### src/rtl/csw_pkg.sv
// constants, register map and state record of the cyclic sense and wake timers
package csw_pkg;
  localparam int NUM_TMR = 2;
  localparam int NUM_WK  = 2;
  localparam int CW      = 15;  // width of a tick count

  // clock and timing
  localparam int CLK_NS      = 25;
  localparam int TICK_NS     = 100000;  // timer resolution 0.1 ms
  localparam int TICK_CYC    = TICK_NS / CLK_NS;
  localparam int RESTART_NS  = 10000;   // reset output low time in restart
  localparam int RESTART_CYC = RESTART_NS / CLK_NS;

  // register byte offsets
  localparam logic [3:0] ADDR_TIMER = 4'h0;
  localparam logic [3:0] ADDR_HSCFG = 4'h4;
  localparam logic [3:0] ADDR_MODE  = 4'h8;
  localparam logic [3:0] ADDR_STAT  = 4'hc;

  // field positions
  localparam int TMR_STRIDE   = 8;   // timer t at bit 8*t
  localparam int TMR_PER_POS  = 0;   // period code [2:0]
  localparam int TMR_ON_POS   = 4;   // on-time code [2:0]
  localparam int HS_STRIDE    = 4;   // high side i at bit 4*i
  localparam int HS_INIT_POS  = 2;   // map [1:0], initial level [2]
  localparam int HS_STAT_POS  = 8;   // static wake enable per input
  localparam int MODE_SYNC_POS = 4;  // timer 0 follows external sync
  localparam int ST_CW_POS    = 2;
  localparam int ST_DS_POS    = 4;
  localparam int ST_FAIL_POS  = 5;
  localparam int ST_LVL_POS   = 8;
  localparam int ST_MODE_POS  = 16;
  localparam int ST_DIS_POS   = 24;

  // on-time codes that switch a timer off
  localparam logic [2:0] ON_OFF0 = 3'h0;
  localparam logic [2:0] ON_OFF6 = 3'h6;
  localparam logic [2:0] ON_OFF7 = 3'h7;

  // period and on-time in ticks, indexed by code
  localparam logic [7:0][CW-1:0] PERIOD_TICKS = '{15'h4e20, 15'h2710, 15'h1388, 15'h07d0,
                                                 15'h03e8, 15'h01f4, 15'h00c8, 15'h0064};
  localparam logic [7:0][CW-1:0] ON_TICKS = '{15'h0000, 15'h0000, 15'h00c8, 15'h0064,
                                             15'h000a, 15'h0003, 15'h0001, 15'h0000};

  // mode request codes
  localparam logic [1:0] REQ_NORMAL = 2'h0;
  localparam logic [1:0] REQ_STOP   = 2'h1;
  localparam logic [1:0] REQ_SLEEP  = 2'h2;

  typedef enum logic [4:0] {
    MODE_NORMAL   = 5'h01,
    MODE_STOP     = 5'h02,
    MODE_SLEEP    = 5'h04,
    MODE_RESTART  = 5'h08,
    MODE_FAILSAFE = 5'h10
  } csw_mode_t;

  typedef struct packed {
    logic [2:0] on;
    logic [2:0] period;
  } csw_tmr_cfg_t;

  typedef struct packed {
    csw_tmr_cfg_t [NUM_TMR-1:0]         tmr_cfg;
    logic [NUM_TMR-1:0][CW-1:0]         tmr_cnt;
    logic [11:0]                        tick_cnt;
    logic [NUM_WK-1:0][1:0]             hs_map;
    logic [NUM_WK-1:0]                  hs_init;
    logic [NUM_WK-1:0]                  hs_dis;
    logic [NUM_WK-1:0]                  static_en;
    logic                               sync_sel;
    logic                               sync_prev;
    logic [NUM_WK-1:0]                  wk_prev;
    logic [NUM_WK-1:0]                  wk_lvl;
    logic [NUM_WK-1:0]                  wk_flag;
    logic [NUM_TMR-1:0]                 cw_flag;
    logic                               ds_flag;
    logic                               spi_fail;
    csw_mode_t                          mode;
    logic [8:0]                         rst_cnt;
    logic [NUM_WK-1:0]                  hs_out;
    logic                               int_n;
    logic                               rst_n;
    logic                               reg_en;
    logic                               wb_ack;
    logic [31:0]                        wb_dat;
  } csw_state_t;
endpackage : csw_pkg

### src/rtl/csw_timers.sv
// cyclic sense and cyclic wake timers with mode control and wishbone registers
// Behaviour
// - a valid on-time code starts sensing at once on a mapped high side, unless that switch is disabled or the device is in fail-safe
// - before sensing starts a high side sits at its programmed initial level
// - on-time longer than period sets the spi failure flag
// - sleep request without a valid wake source goes straight to restart
// - wake input is sampled once, at the end of each on-time
// - a cyclic sense wake sets that input's wake flag
// - in normal or stop, sensed inputs show only sampled levels
// - level change pulses interrupt in normal or stop, wakes from sleep
// - every detected change outside restart signals, even with the flag still set
// - fail-safe stops sensing, turns high side off, switches to static sense
// - a high side fault disables that switch and its sensing
// - sleep request with uncleared wake, cyclic wake or drain-source flags wakes at once and pulses reset
// - cyclic wake interrupts periodically, or wakes the device from sleep
// - for cyclic wake the on-time code only enables; 000, 110, 111 disable
// - cyclic wake interrupts at each on-start except the very first
// - two independent timers, each for cyclic wake or mapped cyclic sense
// - a mapped high side switches on each period, from timer or sync pin
// - an input that differs from its last sample at the end of the on-time is a wake event
module csw_timers (
  // clock and reset
  input  wire logic                         core_clk_in,
  input  wire logic                         reset_in,
  // wishbone slave
  input  wire logic                         wb_cyc_in,
  input  wire logic                         wb_stb_in,
  input  wire logic                         wb_we_in,
  input  wire logic [3:0]                   wb_adr_in,
  input  wire logic [3:0]                   wb_sel_in,
  input  wire logic [31:0]                  wb_dat_in,
  output logic      [31:0]                  wb_dat_out,
  output logic                              wb_ack_out,
  // wake side pins and fault reports
  input  wire logic [csw_pkg::NUM_WK-1:0]   wake_input_in,
  input  wire logic                         external_sync_input_in,
  input  wire logic [csw_pkg::NUM_WK-1:0]   hs_fault_in,
  input  wire logic                         drain_source_fault_in,
  input  wire logic                         fail_safe_in,
  // outputs
  output logic      [csw_pkg::NUM_WK-1:0]   high_side_output_out,
  output logic                              interrupt_out_n_out,
  output logic                              reset_out_n_out,
  output logic                              main_regulator_en_out
);
  csw_pkg::csw_state_t q, d;

  logic [csw_pkg::NUM_TMR-1:0]                 en, wrap, on_end, mapped;
  logic [csw_pkg::NUM_TMR-1:0][csw_pkg::CW-1:0] on_t, per_t;
  logic [csw_pkg::NUM_WK-1:0]                  hs_act, wk_ev;
  logic [csw_pkg::NUM_TMR-1:0]                 cw_ev;
  logic                                        tick, any_ev, wr, rd, sync_rise, bad_wr;
  logic                                        wake_src, dirty, low_pwr;

  // per-timer decode and counting
  always_comb begin
    tick      = (q.tick_cnt == 12'(csw_pkg::TICK_CYC - 1));
    sync_rise = external_sync_input_in && !q.sync_prev;
    for (int t = 0; t < csw_pkg::NUM_TMR; t++) begin
      // three codes disable, all others just enable
      en[t]     = !(q.tmr_cfg[t].on inside {csw_pkg::ON_OFF0, csw_pkg::ON_OFF6,
                                          csw_pkg::ON_OFF7});
      on_t[t]   = csw_pkg::ON_TICKS[q.tmr_cfg[t].on];
      per_t[t]  = csw_pkg::PERIOD_TICKS[q.tmr_cfg[t].period];
      // sync only steers timer 0; it restarts the period and holds at its end
      if (t == 0 && q.sync_sel) begin
        wrap[t] = en[t] && sync_rise;
      end else begin
        wrap[t] = en[t] && tick && (q.tmr_cnt[t] == per_t[t] - 15'h0001);
      end
      on_end[t] = en[t] && tick && (q.tmr_cnt[t] + 15'h0001 == on_t[t]);
      mapped[t] = 1'b0;
      for (int i = 0; i < csw_pkg::NUM_WK; i++) begin
        if (q.hs_map[i] == 2'(t + 1)) begin
          mapped[t] = 1'b1;
        end
      end
      // first on-time begins at enable and is silent; each wrap is a new on-start
      cw_ev[t] = wrap[t] && !mapped[t];
    end
  end

  // high side activity and wake detection
  always_comb begin
    low_pwr = (q.mode == csw_pkg::MODE_FAILSAFE);
    for (int i = 0; i < csw_pkg::NUM_WK; i++) begin
      hs_act[i] = 1'b0;
      wk_ev[i]  = 1'b0;
      for (int t = 0; t < csw_pkg::NUM_TMR; t++) begin
        if (q.hs_map[i] == 2'(t + 1) && en[t] && !q.hs_dis[i] && !low_pwr) begin
          hs_act[i] = 1'b1;
          // compare with the last stored sample only at the end of the on-time
          if (on_end[t] && wake_input_in[i] != q.wk_prev[i]) begin
            wk_ev[i] = 1'b1;
          end
        end
      end
      // static sensing, also what fail-safe converts an input to
      if (!hs_act[i] && (q.static_en[i] || low_pwr) && wake_input_in[i] != q.wk_prev[i]) begin
        wk_ev[i] = 1'b1;
      end
    end
    any_ev = |wk_ev || |cw_ev;
    wake_src = |q.static_en;
    for (int t = 0; t < csw_pkg::NUM_TMR; t++) begin
      if (en[t] && !mapped[t]) begin
        wake_src = 1'b1;
      end
    end
    for (int i = 0; i < csw_pkg::NUM_WK; i++) begin
      if (hs_act[i]) begin
        wake_src = 1'b1;
      end
    end
    dirty = |q.wk_flag || |q.cw_flag || q.ds_flag;
  end

  // bus decode: one request per ack, unmapped offsets read zero
  always_comb begin
    wr     = wb_cyc_in && wb_stb_in && !q.wb_ack && wb_we_in && (&wb_sel_in);
    rd     = wb_cyc_in && wb_stb_in && !q.wb_ack;
    bad_wr = 1'b0;
    for (int t = 0; t < csw_pkg::NUM_TMR; t++) begin
      if (!(wb_dat_in[t*csw_pkg::TMR_STRIDE+csw_pkg::TMR_ON_POS +: 3] inside
            {csw_pkg::ON_OFF0, csw_pkg::ON_OFF6, csw_pkg::ON_OFF7}) &&
          csw_pkg::ON_TICKS[wb_dat_in[t*csw_pkg::TMR_STRIDE+csw_pkg::TMR_ON_POS +: 3]] >
          csw_pkg::PERIOD_TICKS[wb_dat_in[t*csw_pkg::TMR_STRIDE+csw_pkg::TMR_PER_POS +: 3]]) begin
        bad_wr = wr && (wb_adr_in == csw_pkg::ADDR_TIMER);
      end
    end
  end

  // next state
  always_comb begin
    d           = q;
    d.int_n     = 1'b1;
    d.wb_ack    = rd;
    d.sync_prev = external_sync_input_in;
    d.tick_cnt  = (tick || !(|en)) ? 12'h000 : q.tick_cnt + 12'h001; // rests while timers off
    // timers count ticks; one started beside a running timer gets a short first tick
    for (int t = 0; t < csw_pkg::NUM_TMR; t++) begin
      if (!en[t] || wrap[t]) begin
        d.tmr_cnt[t] = '0;
      end else if (tick && q.tmr_cnt[t] != per_t[t] - 15'h0001) begin
        d.tmr_cnt[t] = q.tmr_cnt[t] + 15'h0001;
      end
    end
    // high side drive and sampling
    for (int i = 0; i < csw_pkg::NUM_WK; i++) begin
      if (hs_act[i]) begin
        d.hs_out[i] = 1'b0;
        for (int t = 0; t < csw_pkg::NUM_TMR; t++) begin
          if (q.hs_map[i] == 2'(t + 1)) begin
            d.hs_out[i] = (q.tmr_cnt[t] < on_t[t]);
            if (on_end[t]) begin
              d.wk_prev[i] = wake_input_in[i];
              d.wk_lvl[i]  = wake_input_in[i];
            end
          end
        end
      end else begin
        d.hs_out[i]  = low_pwr ? 1'b0 : q.hs_init[i];
        d.wk_prev[i] = wake_input_in[i];
        d.wk_lvl[i]  = wake_input_in[i];
      end
    end
    // restart holds reset low for a fixed time, then normal
    if (q.mode == csw_pkg::MODE_RESTART) begin
      d.rst_cnt = q.rst_cnt + 9'h001;
      if (q.rst_cnt == 9'(csw_pkg::RESTART_CYC - 1)) begin
        d.mode   = csw_pkg::MODE_NORMAL;
        d.rst_n  = 1'b1;
        d.reg_en = 1'b1;
      end
    end
    // register writes; wake, cyclic wake, drain-source and failure status bits are write-one-to-clear
    if (wr) begin
      unique case (wb_adr_in)
        csw_pkg::ADDR_TIMER: begin
          for (int t = 0; t < csw_pkg::NUM_TMR; t++) begin
            d.tmr_cfg[t].on     = wb_dat_in[t*csw_pkg::TMR_STRIDE+csw_pkg::TMR_ON_POS +: 3];
            d.tmr_cfg[t].period = wb_dat_in[t*csw_pkg::TMR_STRIDE+csw_pkg::TMR_PER_POS +: 3];
          end
        end
        csw_pkg::ADDR_HSCFG: begin
          for (int i = 0; i < csw_pkg::NUM_WK; i++) begin
            d.hs_map[i]    = wb_dat_in[i*csw_pkg::HS_STRIDE +: 2];
            d.hs_init[i]   = wb_dat_in[i*csw_pkg::HS_STRIDE+csw_pkg::HS_INIT_POS];
            d.static_en[i] = wb_dat_in[csw_pkg::HS_STAT_POS+i];
          end
          d.hs_dis = '0; // rewriting the mapping re-arms a faulted switch
        end
        csw_pkg::ADDR_MODE: begin
          d.sync_sel = wb_dat_in[csw_pkg::MODE_SYNC_POS];
          if (q.mode == csw_pkg::MODE_NORMAL || q.mode == csw_pkg::MODE_STOP) begin
            unique case (wb_dat_in[1:0])
              csw_pkg::REQ_NORMAL: d.mode = csw_pkg::MODE_NORMAL;
              csw_pkg::REQ_STOP: begin
                if (q.mode == csw_pkg::MODE_NORMAL) begin
                  d.mode = csw_pkg::MODE_STOP;
                end
              end
              csw_pkg::REQ_SLEEP: begin
                d.rst_n  = 1'b0;
                d.reg_en = 1'b0;
                if (q.mode == csw_pkg::MODE_STOP) begin
                  d.mode     = csw_pkg::MODE_RESTART;
                  d.spi_fail = 1'b1;
                end else if (dirty || !wake_src) begin
                  d.mode = csw_pkg::MODE_RESTART;
                end else begin
                  d.mode = csw_pkg::MODE_SLEEP;
                end
                d.rst_cnt = '0;
              end
              default: d.mode = q.mode;
            endcase
          end
        end
        csw_pkg::ADDR_STAT: begin
          d.wk_flag  = q.wk_flag & ~wb_dat_in[0 +: csw_pkg::NUM_WK];
          d.cw_flag  = q.cw_flag & ~wb_dat_in[csw_pkg::ST_CW_POS +: csw_pkg::NUM_TMR];
          d.ds_flag  = q.ds_flag & ~wb_dat_in[csw_pkg::ST_DS_POS];
          d.spi_fail = d.spi_fail & ~wb_dat_in[csw_pkg::ST_FAIL_POS];
        end
        default: d.mode = d.mode;
      endcase
    end
    // hardware sets come after clears so a coincident event is kept
    d.spi_fail = d.spi_fail | bad_wr;
    d.wk_flag  = d.wk_flag | wk_ev;
    d.cw_flag  = d.cw_flag | cw_ev;
    d.ds_flag  = d.ds_flag | drain_source_fault_in;
    d.hs_dis   = d.hs_dis | (hs_fault_in & {csw_pkg::NUM_WK{!low_pwr}});
    // every event outside restart signals, whether or not its flag was already set
    if (any_ev) begin
      if (q.mode == csw_pkg::MODE_NORMAL || q.mode == csw_pkg::MODE_STOP) begin
        d.int_n = 1'b0;
      end else if (q.mode == csw_pkg::MODE_SLEEP || q.mode == csw_pkg::MODE_FAILSAFE) begin
        d.mode    = csw_pkg::MODE_RESTART;
        d.reg_en  = 1'b1;
        d.rst_n   = 1'b0;
        d.rst_cnt = '0;
      end
    end
    // fail-safe entry drops all timers back to their off codes
    if (fail_safe_in && !low_pwr) begin
      d.mode   = csw_pkg::MODE_FAILSAFE;
      d.rst_n  = 1'b0;
      d.reg_en = 1'b0;
      for (int t = 0; t < csw_pkg::NUM_TMR; t++) begin
        d.tmr_cfg[t].on = csw_pkg::ON_OFF0;
      end
    end
    // read data
    d.wb_dat = '0;
    if (rd) begin
      unique case (wb_adr_in)
        csw_pkg::ADDR_TIMER: begin
          for (int t = 0; t < csw_pkg::NUM_TMR; t++) begin
            d.wb_dat[t*csw_pkg::TMR_STRIDE+csw_pkg::TMR_ON_POS +: 3]  = q.tmr_cfg[t].on;
            d.wb_dat[t*csw_pkg::TMR_STRIDE+csw_pkg::TMR_PER_POS +: 3] = q.tmr_cfg[t].period;
          end
        end
        csw_pkg::ADDR_HSCFG: begin
          for (int i = 0; i < csw_pkg::NUM_WK; i++) begin
            d.wb_dat[i*csw_pkg::HS_STRIDE +: 2]                  = q.hs_map[i];
            d.wb_dat[i*csw_pkg::HS_STRIDE+csw_pkg::HS_INIT_POS]  = q.hs_init[i];
            d.wb_dat[csw_pkg::HS_STAT_POS+i]                     = q.static_en[i];
          end
        end
        csw_pkg::ADDR_MODE: d.wb_dat[csw_pkg::MODE_SYNC_POS] = q.sync_sel;
        csw_pkg::ADDR_STAT: begin
          d.wb_dat[0 +: csw_pkg::NUM_WK]                    = q.wk_flag;
          d.wb_dat[csw_pkg::ST_CW_POS +: csw_pkg::NUM_TMR]  = q.cw_flag;
          d.wb_dat[csw_pkg::ST_DS_POS]                      = q.ds_flag;
          d.wb_dat[csw_pkg::ST_FAIL_POS]                    = q.spi_fail;
          d.wb_dat[csw_pkg::ST_LVL_POS +: csw_pkg::NUM_WK]  = q.wk_lvl;
          d.wb_dat[csw_pkg::ST_MODE_POS +: 5]               = q.mode;
          d.wb_dat[csw_pkg::ST_DIS_POS +: csw_pkg::NUM_WK]  = q.hs_dis;
        end
        default: d.wb_dat = '0;
      endcase
    end
  end

  // state register
  always_ff @(posedge core_clk_in) begin
    if (reset_in) begin
      q        <= '0;
      q.mode   <= csw_pkg::MODE_NORMAL;
      q.int_n  <= 1'b1;
      q.rst_n  <= 1'b1;
      q.reg_en <= 1'b1;
    end else begin
      q <= d;
    end
  end

  assign wb_dat_out            = q.wb_dat;
  assign wb_ack_out            = q.wb_ack;
  assign high_side_output_out  = q.hs_out;
  assign interrupt_out_n_out   = q.int_n;
  assign reset_out_n_out       = q.rst_n;
  assign main_regulator_en_out = q.reg_en;
endmodule : csw_timers

### config.mk
export PLATFORM = sky130hd
export DESIGN_NAME = csw_timers
export DESIGN_NICKNAME = d
export VERILOG_FILES = /design/src/rtl/csw_pkg.sv /design/src/rtl/csw_timers.sv
export SDC_FILE = /design/constraint.sdc
export NUM_CORES = 1
export LEC_CHECK = 0
export ABC_CLOCK_PERIOD_IN_PS = 3860
export BUFFER_PORTS_ARGS = -buffer_cell sky130_fd_sc_hd__clkbuf_2
export CAP_MARGIN = 20
export CORE_ASPECT_RATIO = 1.5
export CORE_MARGIN = 2
export CORE_UTILIZATION = 50
export DETAILED_ROUTE_END_ITERATION = 12
export PLACE_DENSITY = 0.78
export SLEW_MARGIN = 10
export SYNTH_ARGS = -nofsm -noshare
export SYNTH_HDL_FRONTEND = slang
export SYNTH_SLANG_ARGS = --single-unit
export TNS_END_PERCENT = 100
### constraint.sdc
create_clock -name core_clk_in -period 3.86 [get_ports core_clk_in]
set_input_delay 0.386 -clock core_clk_in [delete_from_list [all_inputs] [get_ports core_clk_in]]
set_output_delay 0.386 -clock core_clk_in [all_outputs]
set_load 0.02 [all_outputs]
* After elaboration in Yosys (flattened, before gate mapping)
Memory sizes are Yosys's and may differ from the RTL's. A register that Yosys moved wholly into a read port is not among the register bits.
Cells that the tools add are included.
** Operators by class
- Add/sub/neg operators :: 6
- Order comparisons :: 12
- Equal/unequal tests :: 32
- Multiplexer cells :: 107
- Bitwise logic cells :: 18
- Reduce and logical (&&, ||, !) cells :: 96
** Operators by type and width (count)
- 2-to-1 mux 15 bit :: 9
- equality test 15 bit :: 4
- 2-to-1 mux 1 bit :: 57
- 2-to-1 mux 14 bit :: 4
- logical AND 1 bit :: 42
- 2-to-1 mux 5 bit :: 7
- < comparator 3 x 4 -> 1 bit (second input constant) :: 8
- adder 15 x 1 -> 15 bit (second input constant) :: 2
- greater-than comparator 15 bit :: 2
- < comparator 15 bit :: 2
- inequality test 15 bit :: 2
- subtractor 15 x 1 -> 15 bit (second input constant) :: 2
- equality test 3 bit (second input constant) :: 8
- 2-to-1 mux 3 bit :: 8
- OR reduction 2 bit :: 12
- 2-to-1 mux 2 bit :: 10
- 2-to-1 mux 20 bit :: 1
- 2-to-1 mux 9 bit :: 2
- zero test 1 bit :: 15
- one-hot mux 5 bit (3 select lines) :: 1
- adder 12 x 1 -> 12 bit (second input constant) :: 1
- equality test 12 bit (second input constant) :: 1
- zero test 3 bit :: 4
- nonzero test 3 bit :: 4
- 30 further kinds :: 63
** Storage, ports and cells
- Register bits :: 128
- ROM bits :: 960
- Input bits :: 52
- Logic and storage cells :: 311
- Memories kept :: 8
** Memory list
- (name not given) :: words 8, width 15, read ports 1, clocked after Yosys merged registers in 0, wr ports 0, line csw_timers.sv:127 : csw_pkg::PERIOD_TICKS[wb_dat_in[t*csw_pkg::TMR_STRIDE+csw_pkg::TMR_PER_POS +: 3]]) begin
- (name not given) :: words 8, width 15, read ports 1, clocked after Yosys merged registers in 0, wr ports 0, line csw_timers.sv:126 : csw_pkg::ON_TICKS[wb_dat_in[t*csw_pkg::TMR_STRIDE+csw_pkg::TMR_ON_POS +: 3]] >
- (name not given) :: words 8, width 15, read ports 1, clocked after Yosys merged registers in 0, wr ports 0, line csw_timers.sv:127
- (name not given) :: words 8, width 15, read ports 1, clocked after Yosys merged registers in 0, wr ports 0, line csw_timers.sv:126
- (name not given) :: words 8, width 15, read ports 1, clocked after Yosys merged registers in 1, wr ports 0, line csw_timers.sv:64 : per_t[t] = csw_pkg::PERIOD_TICKS[q.tmr_cfg[t].period];
- (name not given) :: words 8, width 15, read ports 1, clocked after Yosys merged registers in 1, wr ports 0, line csw_timers.sv:63 : on_t[t] = csw_pkg::ON_TICKS[q.tmr_cfg[t].on];
- +2 memories

* Logic depth before layout (Yosys ltp)
Gate-level depths: netlist of the first run.
- Depth in word-level cells :: 22
- Mapped depth :: 12

* Worst setup path after synthesis of the first run
Ideal clock, no wire load.
- Kind :: reg-to-reg
- Start :: register, netlist name per_t[5]
- End :: register q[38] (netlist bit)
- Setup time :: 0.131 ns
- Arrival :: 2.638 ns
- Required time :: 3.729 ns
- Path slack :: 1.092 ns
- Stages on the path, launching flop included :: 10
- Path buffers :: 1
- Clock period less this slack :: 2.768 ns
- Cell sequence :: dfxtp_1 -> or3_1 -> or3_1 -> a221o_1 -> or4_4 -> nor4b_4 -> o21ai_2 -> a31oi_4 -> buf_6 -> nor3_2
** RTL lines
- end: declaration :: line csw_timers.sv:46 : csw_pkg::csw_state_t q, d;

==> qor.yml, run 1 <==
run_status:
  status: "finished, final reports clean"
clocking:
  htree_levels: 4
  ctsResizeCount: 0
  clkLatencyLatePin_ns: 0.44
  cts_tree: "yes"
  path_clk_slew_ns: 0.07
  post_cts_buffers: 0
  cts_buffers: 17
  hold_buffers: 0
  clock_sinks: 152
  clockBufferDepth: 2
  cts_root_buffer: "clkbuf_16"
floorplan:
  rows: 61
  fp.coreArea_um2: 18400
  fp.dieArea_um2: 19700
  die-width_um: 115
  num_io_pins: 90
  start_util: 0.506
  dieHeight_um: 171
cells_and_area:
  postLayoutCoreUtil: 0.553
  regArea_um2: 3040
  syn2layout_area_growth_pct: 9.36
  final_net_count: 1246
  fillers: 1674
  multi_input_area_um2: 5630
  drive_above_1_share: 0.130
  final_cells: 1417
  diodes: 0
worst_hold_path:
  hold_class: "in2reg"
synthesis:
  ys_types: 81
  syn_area_um2: 9300
  ys_seq_area_frac: 0.327
  synth_area_leaders: "dfxtp_1 33%, nor2_1 5.7%, ha_1 5.7%"
  synth_edf_count: 0
  async_flop_share: 0
  synth_area_per_cell_um2: 8.15
  synth_cells: 1141
  synth_top_area_cell: "dfxtp_1"
  ys_warn_count: 0
  synth_top_cell_area_share: 0.327
  ys_ff_latch: 152
  synth-main-ff-cell: "dfxtp_1"
timing:
  period_needed_ns: 3.36
  finalHoldViolations: 0
  holdWs_ns: 0.161
  post-route-period-util: 0.870
  max_freq_mhz: 298
  finalSetupTns_ns: 0
  slew_headroom: 0.321
  slew_viol_final: 0
  worstMarginPinSlew_ns: 1.01
  setup_viol: 0
  fin_skew_ns: 0.0142
  grt_setup_unrepaired: "no"
worst_setup_path:
  timing.critical_path.arrival_ns: 3.66
  end_kind: "flip-flop"
  critical_path_required_ns: 4.16
  critPathLaunchType: "flip-flop"
  worstPathMaxFanout: 12
  critPathKind: "reg2reg"
detailed_routing:
  vias: 8337
  finalWirelength_mm: 23.2
  drc: 0
  viasPerCell: 5.88
  final_antenna_net_count: 0
  first_iter_violations: 445
  wl_per_cell_um: 16.4
  first_pass_iters: 7
global_routing:
  grt_pass1_wl_mm: 36.4
  antenna_found_initial: 0
  grt.overflow.total: 0
  grt_pass1_vias: 7708
  groute.usage.overall: 0.234
  grt_max_degree: 42
power_and_ir_drop:
  p_leak_nw: 3.84
  powerDensity_nw_per_um2: 342
  vdd_drop_max_uv: 359
place:
  gp_congestion: 0.943
  dp_hpwl_mm: 17.5
  dp_cells: 1385
  io_buffers: 58
job:
  max_cap_viol_count: 0
[power by group]
part           leakage, nW  internal [mW]  total (mW)  switching [mW]
logic                 2.31         0.0608       0.166           0.105
clock network        0.299          0.984        1.72           0.739
registers             1.23           1.58        1.59          0.0116
total                 3.84           2.62        3.48           0.856
[final cells by class]
| type | instances | share of cell area |
|---|---|---|
| clock buffer | 18 | 0.0422 |
| tap | 252 | 0.0310 |
| multi-input combinational | 862 | 0.553 |
| inverter | 46 | 0.0170 |
| clock inverter | 14 | 0.0177 |
| sequential | 152 | 0.299 |
| timing repair buffer | 73 | 0.0396 |
[critical path: stages (launching register included)]
cell	delay (ns)
dfxtp_1	0.39
or3_4	0.43
or3_1	0.39
a2111oi_2	0.52
o211ai_1	0.18
nor4b_2	0.42
a211oi_1	0.18
a31oi_4	0.56
o21ai_1	0.15
[stage by stage]
stage	total power, mW	cell area, um2	setup slack [ns]
2_1_floorplan	1.74	9340	1.09
3_3_place_gp	1.79	9560	0.600
3_5_place_dp	1.79	9560	0.556
4_1_cts	3.49	10200	0.527
5_1_grt	3.58	10200	0.306
6_report	3.48	10200	0.501
[cells by family (layout without fill, tap and decap cells)]
group,count (synthesis),in the layout,synth area share
buffers and inverters,138,151,0.0721
AOI/OAI and AO/OA,184,184,0.138
DFF,152,152,0.327
other,1,12,0.000403
muxes,22,22,0.0242
adders and majority gates,42,42,0.0565
xor gates and xnor gates,87,87,0.0819
and+or+nand+nor,515,515,0.300
[cells in the mapped netlist (12+ instances only)]
master	instances
a21oi_1	34
and2_1	18
buf_4	35
clkbuf_1	43
dfxtp_1	152
ha_1	42
inv_1	45
mux2i_1	18
nand2_1	72
nand2b_1	13
nand3_1	38
nand4_1	31
nor2_1	142
nor2b_1	23
nor3_1	41
nor4_1	25
o21a_1	12
o21ai_0	35
or2_2	13
or3_1	15
or4_1	14
xnor2_1	53
xor2_1	34
[placed cells by master, fill, tap and decap left out, types with 23 or more instances in the layout]
cell type  count
ha_1          42
clkbuf_2      58
xor2_1        34
dfxtp_1      152
nand4_1       31
inv_1         45
xnor2_1       53
nor2_1       142
nand3_1       38
o21ai_0       35
nor3_1        41
nor2b_1       23
a21oi_1       34
nand2_1       72
nor4_1        25
[worst paths after layout]
kind                      to                  start  cells past startpoint  slack (ns)
min reg2reg            q[74]                  q[74]                      1        0.46
max          reset_out_n_out              per_t[19]                      8        0.50
max reg2reg  reset_out_n_out              per_t[19]                      8        0.50
min                    q[53]  drain_source_fault_in                      3        0.16
[routing by layer]
metal | vias up | wire length (um) | global-route usage
met5 | - | 0 | 0
met4 | 0 | 977 | 0.123
met3 | 78 | 1110 | 0.0400
met2 | 259 | 12300 | 0.434
met1 | 3956 | 8860 | 0.249
li1 | 4044 | - | -
[registers in the layout, indices dropped and copies added, names as in the netlist]
| name | flops |
|---|---|
| q | 90 |
| per_t | 24 |
| wb_dat_out | 20 |
| on_t | 12 |
| high_side_output_out | 2 |
| interrupt_out_n_out | 1 |
| main_regulator_en_out | 1 |
| reset_out_n_out | 1 |
| wb_ack_out | 1 |
Power figures use the tool's default switching activity.
==> run 2: changes to the inputs <==
- CORE_MARGIN: 2 -> 4
==> qor.yml, run 2 (synthesis gave the netlist of run 1 again) <==
global_routing:
  grt_max_degree: 42  # unchanged
  grt_pass1_vias: 7890  # +2.4%
  groute.usage.overall: 0.221  # -0.0135
  grt_pass1_wl_mm: 38.0  # +4.2%
  grt.overflow.total: 0  # unchanged
  antenna_found_initial: 0  # unchanged
floorplan:
  num_io_pins: 90  # unchanged
  start_util: 0.514  # +0.00843
  die-width_um: 119  # +3.5%
  fp.dieArea_um2: 20900  # +5.9%
  dieHeight_um: 175  # +2.3%
  rows: 60  # -1.6%
  fp.coreArea_um2: 18100  # -1.6%
place:
  gp_congestion: 0.979  # +3.8%
  dpl_cell_area_um2: 9560  # about the same
  dp_hpwl_mm: 17.5  # -0.37%
  io_buffers: 58  # unchanged
detailed_routing:
  wl_per_cell_um: 16.3  # -0.54%
  first_iter_violations: 515  # +16%
  final_antenna_net_count: 0  # unchanged
  first_pass_iters: 5  # -2
  drc: 0  # unchanged
  finalWirelength_mm: 23.1  # -0.75%
  viasPerCell: 5.85  # -0.63%
  vias: 8267  # -0.84%
timing:
  worstMarginPinSlew_ns: 0.958  # -0.0566 ns
  grt_setup_unrepaired: "no"
  finalSetupTns_ns: 0  # unchanged
  finalHoldViolations: 0  # unchanged
  max_freq_mhz: 283  # -5.0%
  slew_headroom: 0.359  # +0.0379
  slew_viol_final: 0  # unchanged
  period_needed_ns: 3.54  # +0.176 ns
  setup_viol: 0  # unchanged
  post-route-period-util: 0.916  # +0.0457
  fin_skew_ns: 0.00745  # -0.00676 ns
clocking:
  post_cts_buffers: 0  # unchanged
  path_clk_slew_ns: 0.06  # about the same
  clockBufferDepth: 2  # unchanged
  clkLatencyLatePin_ns: 0.42  # -0.02 ns
  ctsResizeCount: 0  # unchanged
  htree_levels: 4  # unchanged
  cts_buffers: 17  # unchanged
  cts_tree: "yes"
  hold_buffers: 0  # unchanged
  cts_root_buffer: "clkbuf_16"
  clock_sinks: 152  # unchanged
cells_and_area:
  drive_above_1_share: 0.132  # +0.00160
  postLayoutCoreUtil: 0.564  # +0.0108
  top_register: "q"
  diodes: 0  # unchanged
  syn2layout_area_growth_pct: 9.67
  multi_input_area_um2: 5630  # unchanged
  regArea_um2: 3040  # unchanged
  final_net_count: 1247  # +0.080%
  fillers: 1634  # -2.4%
  final_common_cell: "dfxtp_1"
  largest_reg_flops: 90  # unchanged
  finalInstanceArea_um2: 10200  # +0.28%
  layout_common_cells: "152 x dfxtp_1, 142 x nor2_1, 72 x nand2_1"
job:
  max_cap_viol_count: 0  # unchanged
worst_setup_path:
  critPathKind: "reg2reg"
  critical_path_required_ns: 4.18  # +0.02 ns
  max_stage_delay_ns: 0.75  # +0.19 ns
  critPathLaunchType: "flip-flop"
  r2r_slack_ns: 0.32  # -0.18 ns
  cp_num_buf_inv: 0  # unchanged
  end_kind: "flip-flop"
  path_cells: "ha_1 -> nand4_1 -> or4_1 -> a2bb2oi_1 -> o21ai_1 -> a41o_1 -> a211oi_1 -> a31oi_4 -> o21ba_1"
  cp_top_family: "compound AO/OA/AOI/OAI gates"
  timing.critical_path.arrival_ns: 3.86  # +0.20 ns
  worstPathMaxFanout: 12  # unchanged
  slowest_stage: "a211oi_1"
power_and_ir_drop:
  p_seq_frac: 0.451  # -0.006
  vdd_drop_max_uv: 245  # -32%
  p_switching_uw: 785  # -8.3%
  p_int_mw: 2.74  # +4.6%
  p_leak_nw: 3.86  # +0.57%
  p_comb_frac: 0.047  # about the same
  clkPwrFrac: 0.502  # +0.007
  switching_share: 0.222  # -0.0235
  powerDensity_nw_per_um2: 346  # +1.1%
run_status:
  status: "finished, final reports clean"
worst_hold_path:
  hold_class: "in2reg"
[run 2: cell count changes in the layout (fill, tap and decap cells not counted), sizes merged]
cell,before,now
inv,54,47
buf,15,16
bufinv,2,4
clkinv,4,9
[run 2: final timing paths]
path / cells after the start / from / to
max: 9 / q[86] / q[50]
min reg2reg: 1 / q[74] / q[74]
max reg2reg: 9 / q[86] / q[50]
min: 2 / external_sync_input_in / q[62]
[run 2: power groups by stage]
stage	Clock (mW)	Combinational, mW	Sequential, mW
2_1_floorplan	0	0.116	1.63
3_3_place_gp	0	0.162	1.63
3_5_place_dp	0	0.165	1.63
4_1_cts	1.80	0.166	1.59
5_1_grt	1.87	0.186	1.59
6_report	1.77	0.167	1.59
[run 2: cell type report]
type	count	share of cell area
clock buffer	18	0.0431
clock inverter	14	0.0193
inverter	46	0.0169
multi-input combinational	862	0.552
sequential	152	0.298
tap	248	0.0304
timing repair buffer	74	0.0402
[run 2: routing by layer]
metal | global-route usage | up-vias | share of wire
li1 | - | 4043 | -
met1 | 0.242 | 3882 | 0.39
met2 | 0.397 | 263 | 0.52
met3 | 0.0389 | 79 | 0.043
met4 | 0.125 | 0 | 0.047
met5 | 0 | - | 0
[run 2: per-stage QoR]
step	power, mW	hold WS (ns)	setup WS, ns	cells
after floorplan	1.74	0.430	1.09	1152
after global placement	1.79	0.441	0.579	1382
after detailed placement	1.79	0.456	0.523	1382
after CTS	3.56	0.203	0.482	1414
after global routing	3.65	0.211	0.125	1414
final	3.53	0.219	0.325	1414
==> run 3: changes to the inputs <==
==> constraint.sdc (replaced) <==
create_clock -name core_clk_in -period 3.86 [get_ports core_clk_in]
set_input_delay 0.193 -clock core_clk_in [delete_from_list [all_inputs] [get_ports core_clk_in]]
set_output_delay 0.193 -clock core_clk_in [all_outputs]
set_load 0.02 [all_outputs]
==> qor.yml, run 3 (synthesis gave the netlist of run 1 again) <==
worst_setup_path:
  r2r_slack_ns: 0.53  # +0.21 ns
  cp_num_buf_inv: 0  # unchanged
  slowest_stage: "or4_1"
  cp_top_family: "compound AO/OA/AOI/OAI gates"
  end_kind: "flip-flop"
  worstPathMaxFanout: 12  # unchanged
  critPathLaunchType: "flip-flop"
  timing.critical_path.arrival_ns: 3.63  # -0.23 ns
  critPathKind: "reg2reg"
  path_cells: "ha_1 -> nand4_1 -> or4_1 -> nand2b_1 -> o21ai_1 -> nand4_1 -> o221a_2 -> a31oi_4 -> o21ai_1"
  critical_path_required_ns: 4.17  # about the same
  max_stage_delay_ns: 0.55  # -0.20 ns
timing:
  setup_viol: 0  # unchanged
  grt_setup_unrepaired: "no"
  post-route-period-util: 0.862  # -0.0539
  worstMarginPinSlew_ns: 0.945  # -0.0128 ns
  holdWs_ns: 0.0242  # -0.195 ns
  fin_skew_ns: 0.0107  # +0.00327 ns
  finalSetupTns_ns: 0  # unchanged
  finalHoldViolations: 0  # unchanged
  slew_headroom: 0.367  # +0.00856
  max_freq_mhz: 301  # +6.3%
  period_needed_ns: 3.33  # -0.208 ns
  fin_ws_ns: 0.533  # +0.208 ns
  slew_viol_final: 0  # unchanged
floorplan:
  dieHeight_um: 175  # unchanged
  die-width_um: 119  # unchanged
  fp.coreArea_um2: 18100  # unchanged
  num_io_pins: 90  # unchanged
  rows: 60  # unchanged
  start_util: 0.514  # unchanged
  fp.dieArea_um2: 20900  # unchanged
detailed_routing:
  finalWirelength_mm: 23.2  # +0.83%
  drc: 0  # unchanged
  wl_per_cell_um: 16.4  # +0.83%
  first_pass_iters: 6  # +1
  first_iter_violations: 469  # -8.9%
  vias: 8256  # -0.13%
  viasPerCell: 5.84  # -0.13%
  final_antenna_net_count: 0  # unchanged
global_routing:
  grt_max_degree: 42  # unchanged
  antenna_found_initial: 0  # unchanged
  groute.usage.overall: 0.220  # -0.00104
  grt.overflow.total: 0  # unchanged
  grt_pass1_vias: 7901  # +0.14%
  grt_pass1_wl_mm: 37.8  # -0.42%
cells_and_area:
  final_net_count: 1248  # +0.080%
  final_common_cell: "dfxtp_1"
  fillers: 1633  # -0.061%
  top_register: "q"
  largest_reg_flops: 90  # unchanged
  layout_common_cells: "152 x dfxtp_1, 142 x nor2_1, 72 x nand2_1"
  diodes: 0  # unchanged
  drive_above_1_share: 0.131  # -0.000858
  syn2layout_area_growth_pct: 8.84
power_and_ir_drop:
  p_leak_nw: 3.81  # -1.4%
  powerDensity_nw_per_um2: 330  # -4.8%
  vdd_drop_max_uv: 250  # +2.1%
run_status:
  status: "finished, final reports clean"
clocking:
  clock_sinks: 152  # unchanged
  path_clk_slew_ns: 0.07  # about the same
  cts_buffers: 17  # unchanged
  clockBufferDepth: 2  # unchanged
  post_cts_buffers: 0  # unchanged
  htree_levels: 4  # unchanged
  cts_root_buffer: "clkbuf_16"
  hold_buffers: 0  # unchanged
  cts_tree: "yes"
  clkLatencyLatePin_ns: 0.43  # about the same
  ctsResizeCount: 0  # unchanged
place:
  dp_hpwl_mm: 17.5  # about the same
  preCtsSetupSlack_ns: 0.564  # +0.0410 ns
  io_buffers: 58  # unchanged
  gp_congestion: 0.923  # -5.8%
worst_hold_path:
  hold_class: "in2reg"
job:
  max_cap_viol_count: 0  # unchanged
-- run 3: worst reg2reg max path: stages (launching register included) --
cell and delay, ns:
dfxtp_1 0.42, ha_1 0.37, nand4_1 0.19, or4_1 0.55, nand2b_1 0.17, o21ai_1 0.24
nand4_1 0.26, o221a_2 0.40, a31oi_4 0.46, o21ai_1 0.14
-- run 3: cell type report --
class / count / area [um2] / area share
clock buffer: 18 / 429 / 0.0424
sequential: 152 / 3040 / 0.301
multi-input combinational: 862 / 5630 / 0.556
tap: 248 / 310 / 0.0307
clock inverter: 13 / 121 / 0.0120
inverter: 46 / 173 / 0.0171
timing repair buffer: 75 / 418 / 0.0413
-- run 3: worst paths after layout --
| kind | from | endpoint | cells past startpoint |
|---|---|---|---|
| worst max-delay path | q[86] | reset_out_n_out | 9 |
| worst min-delay path | drain_source_fault_in | q[53] | 3 |
| worst max register to register | q[86] | reset_out_n_out | 9 |
| worst min register to register | q[74] | q[74] | 1 |
-- run 3: where the power goes --
part	switching [mW]	internal (mW)
Clock	0.688	0.887
Sequential	0.0114	1.58
Combinational	0.108	0.0618
Total	0.807	2.53
-- run 3: metal layers --
metal / track usage / vias up / wire (um)
met5: 0 / - / 0
met4: 0.123 / 0 / 1030
met3: 0.0389 / 69 / 994
met2: 0.398 / 243 / 12100
met1: 0.239 / 3898 / 9160
li1: - / 4046 / -
-- run 3: stage by stage --
step / area [um2] / std cells / total power, mW / util
2_1_floorplan: 9340 / 1152 / 1.74 / -
3_3_place_gp: 9570 / 1383 / 1.79 / 0.529
3_5_place_dp: 9570 / 1383 / 1.79 / 0.529
4_1_cts: 10100 / 1414 / 3.35 / 0.559
5_1_grt: 10100 / 1414 / 3.45 / 0.559
6_report: 10100 / 1414 / 3.34 / 0.559
